### src/hdl/lock_detect_defines.vh
// Constants for the serial video lock detector
`ifndef LOCK_DETECT_DEFINES_VH
`define LOCK_DETECT_DEFINES_VH

// Register offsets (byte addresses)
`define REG_CTRL            8'h00
`define REG_STATUS          8'h04

// Control register fields
`define CTRL_AUTO_BIT       0
`define CTRL_RATE_LSB       1
`define CTRL_RATE_MSB       2
`define CTRL_PIN_LSB        4
`define CTRL_PIN_MSB        6
`define CTRL_AUTO_RESET     1'h1
`define CTRL_RATE_RESET     2'h0
`define CTRL_PIN_RESET      3'h3

// Status register fields
`define STAT_LOCK_BIT       0
`define STAT_RATE_LSB       1
`define STAT_RATE_MSB       2
`define STAT_STATE_LSB      3
`define STAT_STATE_MSB      5
`define STAT_TRS_BIT        6
`define STAT_ASI_BIT        7
`define STAT_PLL_BIT        8

// Rate codes
`define RATE_SD             2'h0
`define RATE_HD             2'h1
`define RATE_3G             2'h2

// Status pins
`define STAT_PIN_COUNT      6

// Video timing reference search
`define TRS_NEEDED          2'h2
`define TRS_LINE_WINDOW     2'h2

// Serial-ASI word search
`define ASI_RUN_NEEDED      6'h20
`define ASI_WINDOW_LAST     7'h7F

// Hunt dwell per rate attempt, in lines
`define HUNT_LINES          2'h3

// Signal interruption tolerance: 10 us at the 4 ns clock
`define GAP_CYCLES          12'h9C4

`endif

### src/hdl/asi_word_checker.v
// Run of error-free serial-ASI words inside a word window
`timescale 1ns/1ps
`include "lock_detect_defines.vh"

module asi_word_checker (
	input  wire sys_clk,
	input  wire reset_n,
	input  wire clear,
	input  wire word_valid,
	input  wire word_error,
	output reg  asi_ok
);

	reg [6:0] window_count;
	reg [5:0] run_count;
	reg       window_hit;

	always @(posedge sys_clk) begin
		if (!reset_n || clear) begin
			window_count <= 7'h00;
			run_count    <= 6'h00;
			window_hit   <= 1'b0;
			asi_ok       <= 1'b0;
		end else if (word_valid) begin
			window_count <= window_count + 7'h01;
			if (word_error) begin
				run_count <= 6'h00;
			end else if (run_count != `ASI_RUN_NEEDED) begin
				run_count <= run_count + 6'h01;
			end
			// Run of 32 clean words sets lock at once
			if (!word_error && run_count + 6'h01 >= `ASI_RUN_NEEDED) begin
				window_hit <= 1'b1;
				asi_ok     <= 1'b1;
			end else if (window_count == `ASI_WINDOW_LAST) begin
				// Window of 128 words closed without a run
				asi_ok     <= window_hit;
				window_hit <= 1'b0;
				run_count  <= word_error ? 6'h00 : 6'h01;
			end
			if (window_count == `ASI_WINDOW_LAST && !word_error
			    && run_count + 6'h01 >= `ASI_RUN_NEEDED) begin
				window_hit <= 1'b0;
			end
		end
	end

endmodule // asi_word_checker

### src/hdl/serial_video_lock_detector.v
// Lock detection and rate hunting for the serial video receiver
//
// Implementation choices: the register addresses and strobed register access.
`timescale 1ns/1ps
`include "lock_detect_defines.vh"

module serial_video_lock_detector (
	input  wire       sys_clk,
	input  wire       reset_n,
	input  wire [7:0] reg_addr,
	input  wire [31:0] reg_wdata,
	input  wire       reg_write,
	input  wire       reg_read,
	output reg  [31:0] reg_rdata,
	input  wire       pll_locked,
	input  wire       signal_present,
	input  wire       standby,
	input  wire       video_processing_select,
	input  wire       asi_mode_select,
	input  wire       trs_seen,
	input  wire       line_start,
	input  wire       asi_word_valid,
	input  wire       asi_word_error,
	input  wire       reclock_bypass_select,
	input  wire       serial_buffered,
	input  wire       serial_retimed,
	output reg  [5:0] stat_pins,
	output reg        serial_loop_output,
	output reg  [1:0] operating_rate,
	output reg        pclk_run,
	output reg        coarse_acq_enable,
	output reg        checker_restart
);

	localparam [2:0] ST_IDLE = 3'b001;
	localparam [2:0] ST_HUNT = 3'b010;
	localparam [2:0] ST_LOCK = 3'b100;

	localparam [11:0] GAP_LIMIT = `GAP_CYCLES;

	// Rate stepping order while hunting
	function [1:0] step_rate;
		input [1:0] rate;
		begin
			case (rate)
				`RATE_3G: step_rate = `RATE_HD;
				`RATE_HD: step_rate = `RATE_SD;
				default:  step_rate = `RATE_3G;
			endcase
		end
	endfunction

	// Lock routed to one status pin
	function [5:0] pin_decode;
		input [2:0] sel;
		input       level;
		begin
			pin_decode = 6'h00;
			if (sel < `STAT_PIN_COUNT) begin
				pin_decode[sel] = level;
			end else begin
				pin_decode[`CTRL_PIN_RESET] = level;
			end
		end
	endfunction

	reg        auto_rate_select;
	reg [1:0]  rate_setting_field;
	reg [2:0]  lock_pin_select;
	reg [2:0]  state;
	reg [2:0]  next_state;
	reg        locked;
	reg        next_locked;
	reg [1:0]  next_rate;
	reg [11:0] gap_count;
	reg [1:0]  hunt_lines;
	reg        next_restart;

	wire       trs_ok;
	wire       asi_ok;
	wire       gap_long;
	wire       sync_ok;
	wire       mode_ok;
	wire       hunt_expired;

	trs_window_checker trs_check (
		.sys_clk    (sys_clk),
		.reset_n    (reset_n),
		.clear      (checker_restart),
		.trs_seen   (trs_seen),
		.line_start (line_start),
		.trs_ok     (trs_ok)
	);

	asi_word_checker asi_check (
		.sys_clk    (sys_clk),
		.reset_n    (reset_n),
		.clear      (checker_restart),
		.word_valid (asi_word_valid),
		.word_error (asi_word_error),
		.asi_ok     (asi_ok)
	);

	// Register writes
	always @(posedge sys_clk) begin
		if (!reset_n) begin
			auto_rate_select   <= `CTRL_AUTO_RESET;
			rate_setting_field <= `CTRL_RATE_RESET;
			lock_pin_select    <= `CTRL_PIN_RESET;
		end else if (reg_write && reg_addr == `REG_CTRL) begin
			auto_rate_select   <= reg_wdata[`CTRL_AUTO_BIT];
			rate_setting_field <= reg_wdata[`CTRL_RATE_MSB:`CTRL_RATE_LSB];
			lock_pin_select    <= reg_wdata[`CTRL_PIN_MSB:`CTRL_PIN_LSB];
		end
	end

	// Register reads, data one cycle after the strobe
	always @(posedge sys_clk) begin
		if (!reset_n) begin
			reg_rdata <= 32'h00000000;
		end else if (reg_read) begin
			reg_rdata <= 32'h00000000;
			case (reg_addr)
				`REG_CTRL: begin
					reg_rdata[`CTRL_AUTO_BIT]               <= auto_rate_select;
					reg_rdata[`CTRL_RATE_MSB:`CTRL_RATE_LSB] <= rate_setting_field;
					reg_rdata[`CTRL_PIN_MSB:`CTRL_PIN_LSB]   <= lock_pin_select;
				end
				`REG_STATUS: begin
					reg_rdata[`STAT_LOCK_BIT]                  <= locked;
					reg_rdata[`STAT_RATE_MSB:`STAT_RATE_LSB]   <= operating_rate;
					reg_rdata[`STAT_STATE_MSB:`STAT_STATE_LSB] <= state;
					reg_rdata[`STAT_TRS_BIT]                   <= trs_ok;
					reg_rdata[`STAT_ASI_BIT]                   <= asi_ok;
					reg_rdata[`STAT_PLL_BIT]                   <= pll_locked;
				end
				default: begin
					reg_rdata <= 32'h00000000;
				end
			endcase
		end else begin
			reg_rdata <= 32'h00000000;
		end
	end

	// Input interruption timer; saturates at the tolerance
	always @(posedge sys_clk) begin
		if (!reset_n) begin
			gap_count <= 12'h000;
		end else if (signal_present) begin
			gap_count <= 12'h000;
		end else if (gap_count != GAP_LIMIT) begin
			gap_count <= gap_count + 12'h001;
		end
	end

	assign gap_long = (gap_count == GAP_LIMIT);

	// Sync condition for the selected mode
	assign sync_ok = asi_mode_select ? asi_ok : trs_ok;
	// ASI in auto mode uses the same run check, which some
	// patterns can break while still valid
	assign mode_ok = (!video_processing_select && !asi_mode_select) ? pll_locked
	               : (pll_locked && sync_ok);

	// Hunt dwell: three lines per attempt
	always @(posedge sys_clk) begin
		if (!reset_n || state != ST_HUNT || checker_restart) begin
			hunt_lines <= 2'h0;
		end else if (line_start && hunt_lines != `HUNT_LINES) begin
			hunt_lines <= hunt_lines + 2'h1;
		end
	end

	// Masked while the restart pulse stands, so one dwell steps the rate once
	assign hunt_expired = (hunt_lines == `HUNT_LINES) && !mode_ok && !checker_restart;

	// Next state and lock level
	always @* begin
		next_state   = state;
		next_locked  = locked;
		next_rate    = operating_rate;
		next_restart = 1'b0;
		if (!auto_rate_select) begin
			next_rate = rate_setting_field;
		end
		case (state)
			ST_IDLE: begin
				next_locked = 1'b0;
				if (signal_present) begin
					next_state   = ST_HUNT;
					next_restart = 1'b1;
				end
			end
			ST_HUNT: begin
				next_locked = 1'b0;
				if (gap_long) begin
					next_state = ST_IDLE;
				end else if (mode_ok) begin
					next_state  = ST_LOCK;
					next_locked = 1'b1;
				end else if (hunt_expired) begin
					next_restart = 1'b1;
					if (auto_rate_select) begin
						next_rate = step_rate(operating_rate);
					end
				end
			end
			ST_LOCK: begin
				next_locked = 1'b1;
				if (gap_long) begin
					// Rate may be lost; hunt again from no signal
					next_state  = ST_IDLE;
					next_locked = 1'b0;
				end else if (!signal_present) begin
					next_locked = 1'b1;
				end else if (!mode_ok) begin
					next_state   = ST_HUNT;
					next_locked  = 1'b0;
					next_restart = 1'b1;
				end
			end
			default: begin
				next_state  = ST_IDLE;
				next_locked = 1'b0;
			end
		endcase
	end

	// Main sequencer; standby freezes the lock level and rate, forces ST_IDLE and holds the checker restart
	always @(posedge sys_clk) begin
		if (!reset_n) begin
			state           <= ST_IDLE;
			locked          <= 1'b0;
			operating_rate  <= `RATE_3G;
			checker_restart <= 1'b1;
		end else if (standby) begin
			// PLL drops in standby; hold the lock level
			state           <= ST_IDLE;
			locked          <= locked;
			checker_restart <= 1'b1;
		end else begin
			state           <= next_state;
			locked          <= next_locked;
			operating_rate  <= next_rate;
			checker_restart <= next_restart;
		end
	end

	// Status pins, serial loop-through and clock controls
	always @(posedge sys_clk) begin
		if (!reset_n) begin
			stat_pins          <= 6'h00;
			serial_loop_output <= 1'b0;
			pclk_run           <= 1'b0;
			coarse_acq_enable  <= 1'b0;
		end else begin
			stat_pins <= pin_decode(lock_pin_select, next_locked_out(standby));
			// Bypass choice touches only the loop-through path
			if (!reclock_bypass_select) begin
				serial_loop_output <= serial_buffered;
			end else if (!pll_locked) begin
				serial_loop_output <= 1'b0;
			end else begin
				serial_loop_output <= serial_retimed;
			end
			// Parallel clock never gated by rate changes
			pclk_run <= 1'b1;
			// Reference only steers acquisition before lock
			coarse_acq_enable <= !pll_locked && !standby;
		end
	end

	// Lock level seen on the pin in the same cycle as the flop
	function next_locked_out;
		input sb;
		begin
			next_locked_out = sb ? locked : next_locked;
		end
	endfunction

endmodule // serial_video_lock_detector

### src/hdl/trs_window_checker.v
// Two timing reference words within a two-line span
`timescale 1ns/1ps
`include "lock_detect_defines.vh"

module trs_window_checker (
	input  wire sys_clk,
	input  wire reset_n,
	input  wire clear,
	input  wire trs_seen,
	input  wire line_start,
	output reg  trs_ok
);

	reg [1:0] trs_count;
	reg [1:0] line_count;

	always @(posedge sys_clk) begin
		if (!reset_n || clear) begin
			trs_count  <= 2'h0;
			line_count <= 2'h0;
			trs_ok     <= 1'b0;
		end else if (trs_seen) begin
			line_count <= 2'h0;
			if (trs_count != `TRS_NEEDED) begin
				trs_count <= trs_count + 2'h1;
			end
			// Second word inside the span gives lock
			if (trs_count + 2'h1 >= `TRS_NEEDED) begin
				trs_ok <= 1'b1;
			end
		end else if (line_start) begin
			// Two lines with no word: start over
			if (line_count + 2'h1 >= `TRS_LINE_WINDOW) begin
				line_count <= 2'h0;
				trs_count  <= 2'h0;
				trs_ok     <= 1'b0;
			end else begin
				line_count <= line_count + 2'h1;
			end
		end
	end

endmodule // trs_window_checker

### config.mk
export PLATFORM = sky130hd
export DESIGN_NAME = serial_video_lock_detector
export DESIGN_NICKNAME = d
export VERILOG_FILES = /design/src/hdl/asi_word_checker.v /design/src/hdl/serial_video_lock_detector.v /design/src/hdl/trs_window_checker.v
export VERILOG_INCLUDE_DIRS = /design/src /design/src/hdl
export SDC_FILE = /design/constraint.sdc
export NUM_CORES = 1
export LEC_CHECK = 0
export BUFFER_PORTS_ARGS = -buffer_cell sky130_fd_sc_hd__buf_4
export CORE_ASPECT_RATIO = 0.5
export CORE_MARGIN = 1
export CORE_UTILIZATION = 35
export DETAILED_ROUTE_END_ITERATION = 16
export PLACE_DENSITY = 0.59
export SKIP_LAST_GASP = 1
export SYNTH_ARGS = -nofsm -noshare
export SYNTH_HDL_FRONTEND = slang
export SYNTH_SLANG_ARGS = --single-unit
### constraint.sdc
create_clock -name sys_clk -period 3.4 [get_ports sys_clk]
set_input_delay 0.51 -clock sys_clk [delete_from_list [all_inputs] [get_ports sys_clk]]
set_output_delay 0.51 -clock sys_clk [all_outputs]
set_load 0.01 [all_outputs]
==> reports/qor.csv <==
stage,metric,value,unit
status,status,finished clean,
floorplan,die area,9130,µm²
yosys,Yosys reg bits,65,
timing,fin. max-slew vios,0,
clock_network,number of gates resized after cts,0,
route,Via density,4.75,
route,DRT antenna net count,0,
timing,worst clock skew,0.00486,ns
cells_and_area,ant diodes,0,
power,share of power burned in the clock network,50.5,%
worst_setup_path,WP data required,3.60,ns
global_routing,initial antenna violation count,0,
yosys,"EDFF count, synth",0,
clock_network,clock latency on the worst-skew pair,0.33,ns
worst_setup_path,Crit. End Element,flip-flop,
clock_network,CTS clock-pin slew for the worst setup and hold paths,0.06,ns
timing,minimum clock period,2.19,ns
worst_setup_path,Worst setup SP type,flip-flop,
cells_and_area,Syn-to-layout area delta,22.4,%
route,WL/cell,11.9,µm
placed_design,Placed Instance Area,3440,µm²
clock_network,setup bufs post-CTS,0,
global_routing,GRT Residual Overflow,0,
worst_setup_path,crit-path max cell delay,0.51,ns
placed_design,DP HPWL,4.24,mm
clock_network,clock sink count,65,
cells_and_area,utilization after layout,45.4,%
placed_design,RePlAce Congestion,0.711,
global_routing,Tot GR Track Use,14.5,%
yosys,synth warn,0,
power,Flop pwr share,43.3,%
yosys,Syn Inst Count,335,
cells_and_area,final net count,452,
yosys,Mapped Area,3050,µm²
cells_and_area,layout cell share with drive strength beyond 1,19.1,%
placed_design,dpl cells,488,
timing,final hold slack,0.386,ns
clock_network,Root Buffer Master,clkbuf_16,
route,Routed WL,5.99,mm
job,Max-cap violations,0,
worst_setup_path,slowest CP cell,and3_1,
floorplan,die height,68.1,µm
global_routing,vias in the first global route,2215,
placed_design,I/O Buffers,50,
power,net switching power,412,µW
route,initial drt markers,99,
global_routing,first-pass GRT wire length,10.0,mm
floorplan,Initial Util,37.1,%
worst_setup_path,"critical path fanouts, max",9,
timing,Final Hold Viols,0,
power,pwr dens,481,nW/µm²
yosys,register area share after synthesis,42.6,%
clock_network,CTS tree,done,
power,maximum vdd ir drop,0.246,mV
floorplan,# rows,23,
worst_setup_path,Top delay family on crit path,simple AND/OR/NAND/NOR gates,
yosys,syn avg cell area,9.12,µm²
cells_and_area,post-route cell area,3740,µm²
yosys,prevailing post-synth register cell,dfxtp_1,
worst_setup_path,critical path arrival,2.39,ns
worst_setup_path,buffers plus inverters on the worst setup path,1,
timing,total negative slack,0,ns
floorplan,die width,134,µm
cells_and_area,Fillers,804,
power,switching part of the total power,22.9,%
timing,unrepaired setup endpoints after global routing,false,
floorplan,IO Pins,100,
yosys,Synth cell types,49,
yosys,asr flop ratio synth,0,%
floorplan,Core ar.,8230,µm²
power,Pint,1390,µW
power,Lkg Pwr,0.00152,µW
route,DRT Pass-1 Iters,4,
timing,period utilization,64.3,%
timing,Fmax,0.457,GHz
route,drt drc,0,
timing,Worst-Margin Slew,0.863,ns
clock_network,Bufs on Longest Clock Path,2,
min_path,Min-Delay Path Class,in -> reg,
timing,final setup fails,0,
cells_and_area,Final Non-Filler Cells,504,
worst_setup_path,Setup CP Type,reg -> reg,
route,DR vias,2392,
global_routing,largest net degree at the start of global routing,22,
clock_network,H-tree Lvls,3,
timing,Worst slew margin,42.5,%
worst_setup_path,critical-path cell list,inv_1 -> ha_1 -> nor4bb_1 -> and3_1 -> a2111oi_4 -> o311ai_4 -> nor4b_1,
clock_network,hold_buf cts,0,
clock_network,number of buffers created by CTS,9,
power,Comb pwr share,6.1,%
-- power groups by stage --
stage | Sequential [µW] | Combinational (µW) | Clock [µW]
after global routing | 780 | 123 | 975
after detailed placement | 796 | 110 | 0
after floorplan | 797 | 79.7 | 0
after CTS | 779 | 111 | 936
after global placement | 796 | 110 | 0
final | 779 | 110 | 909
-- layer usage --
metal / share of wire (%) / global-route usage, % / vias to the layer above / wire [µm]
met4: 1.4 / 6.32 / 0 / 86
li1: - / - / 1221 / -
met1: 46 / 16.3 / 1101 / 2780
met2: 47 / 25.5 / 56 / 2840
met5: 0 / 0 / - / 0
met3: 4.7 / 5.19 / 14 / 281
-- registers in the layout, summed over array words and instances, names as in the netlist --
register and flops:
serial_loop_output 1, coarse_acq_enable 1, asi_check.window_count 7, trs_check.trs_count 2, operating_rate 2, asi_check.asi_ok 1
reg_rdata 9, state 3, asi_check.run_count 6, trs_check.line_count 2, pclk_run 1, lock_pin_select 3
rate_setting_field 2, locked 1, checker_restart 1, stat_pins 6, hunt_lines 2, gap_count 12
asi_check.window_hit 1, auto_rate_select 1, trs_check.trs_ok 1
-- logic make-up (layout without fill, tap and decap cells) --
| logic type | after synthesis | count (layout) | synth area share, % |
|---|---|---|---|
| adders and majority gates | 9 | 9 | 3.69 |
| and+or+nand+nor | 140 | 140 | 24.7 |
| muxes | 19 | 19 | 6.23 |
| other | 1 | 23 | 0.123 |
| buffers and inverters | 48 | 83 | 9.01 |
| AOI/OAI and AO/OA | 39 | 39 | 9.59 |
| DFF | 65 | 65 | 42.6 |
| xor gates and xnor gates | 14 | 14 | 4.01 |
-- cell type report --
type | count | area, µm² | area share [%]
clock buffer | 9 | 225 | 6.03
clock inverter | 7 | 71.3 | 1.91
inverter | 17 | 63.8 | 1.71
multi-input combinational | 244 | 1560 | 41.7
sequential | 65 | 1300 | 34.8
tap | 112 | 140 | 3.75
timing repair buffer | 50 | 375 | 10.0
-- stage by stage --
step / setup WS (ns) / power [µW]
after floorplan: 1.55 / 876
after global placement: 1.22 / 906
after detailed placement: 1.22 / 906
after CTS: 1.20 / 1830
after global routing: 0.921 / 1880
final: 1.21 / 1800
-- cell usage after synthesis, types with 8 or more instances --
cell | n | area, µm²
xor2_1 | 8 | 70.1
mux2i_1 | 19 | 190
dfxtp_1 | 65 | 1300
nand2b_1 | 8 | 50.1
ha_1 | 9 | 113
inv_1 | 17 | 63.8
nor2_1 | 37 | 139
nand3_1 | 14 | 70.1
buf_4 | 23 | 173
a21oi_1 | 12 | 60.1
nand2_1 | 29 | 109
-- path summary, 6_finish.rpt --
check | startpoint | to | slack, ns | cells after the start
max reg2reg | gap_count[0] | stat_pins[2] | 1.21 | 7
min reg2reg | trs_check.line_count[1] | trs_check.line_count[1] | 0.45 | 2
max | gap_count[0] | stat_pins[2] | 1.21 | 7
min | pll_locked | coarse_acq_enable | 0.39 | 2
-- cell usage in the layout (no fill, tap or decap), types with 2 or more instances in the layout --
cell	n
o211ai_1	2
clkbuf_16	9
nand4_1	5
nor2_1	37
and3_1	7
nor4_1	3
a31oi_1	5
buf_4	50
xor2_1	8
nor2b_1	6
clkinv_2	2
or3_1	5
o21ai_0	7
dfxtp_1	65
a211oi_1	2
nand2_1	29
a21oi_1	12
nand3b_1	3
conb_1	23
inv_1	17
nor4b_2	2
nand4b_1	4
clkinvlp_4	3
xnor2_1	6
mux2i_1	19
nor4b_1	3
ha_1	9
nand3_1	14
nor3_1	7
nand2b_1	8
-- worst register-to-register path: cells and delay by family (launching register included) --
kind                       cells  cell delay (ns)
DFF                            1             0.32
buffers and inverters          1             0.09
AOI/OAI and AO/OA              2             0.56
and+or+nand+nor                3             0.93
adders and majority gates      1             0.15
Power figures use the tool's default switching activity.
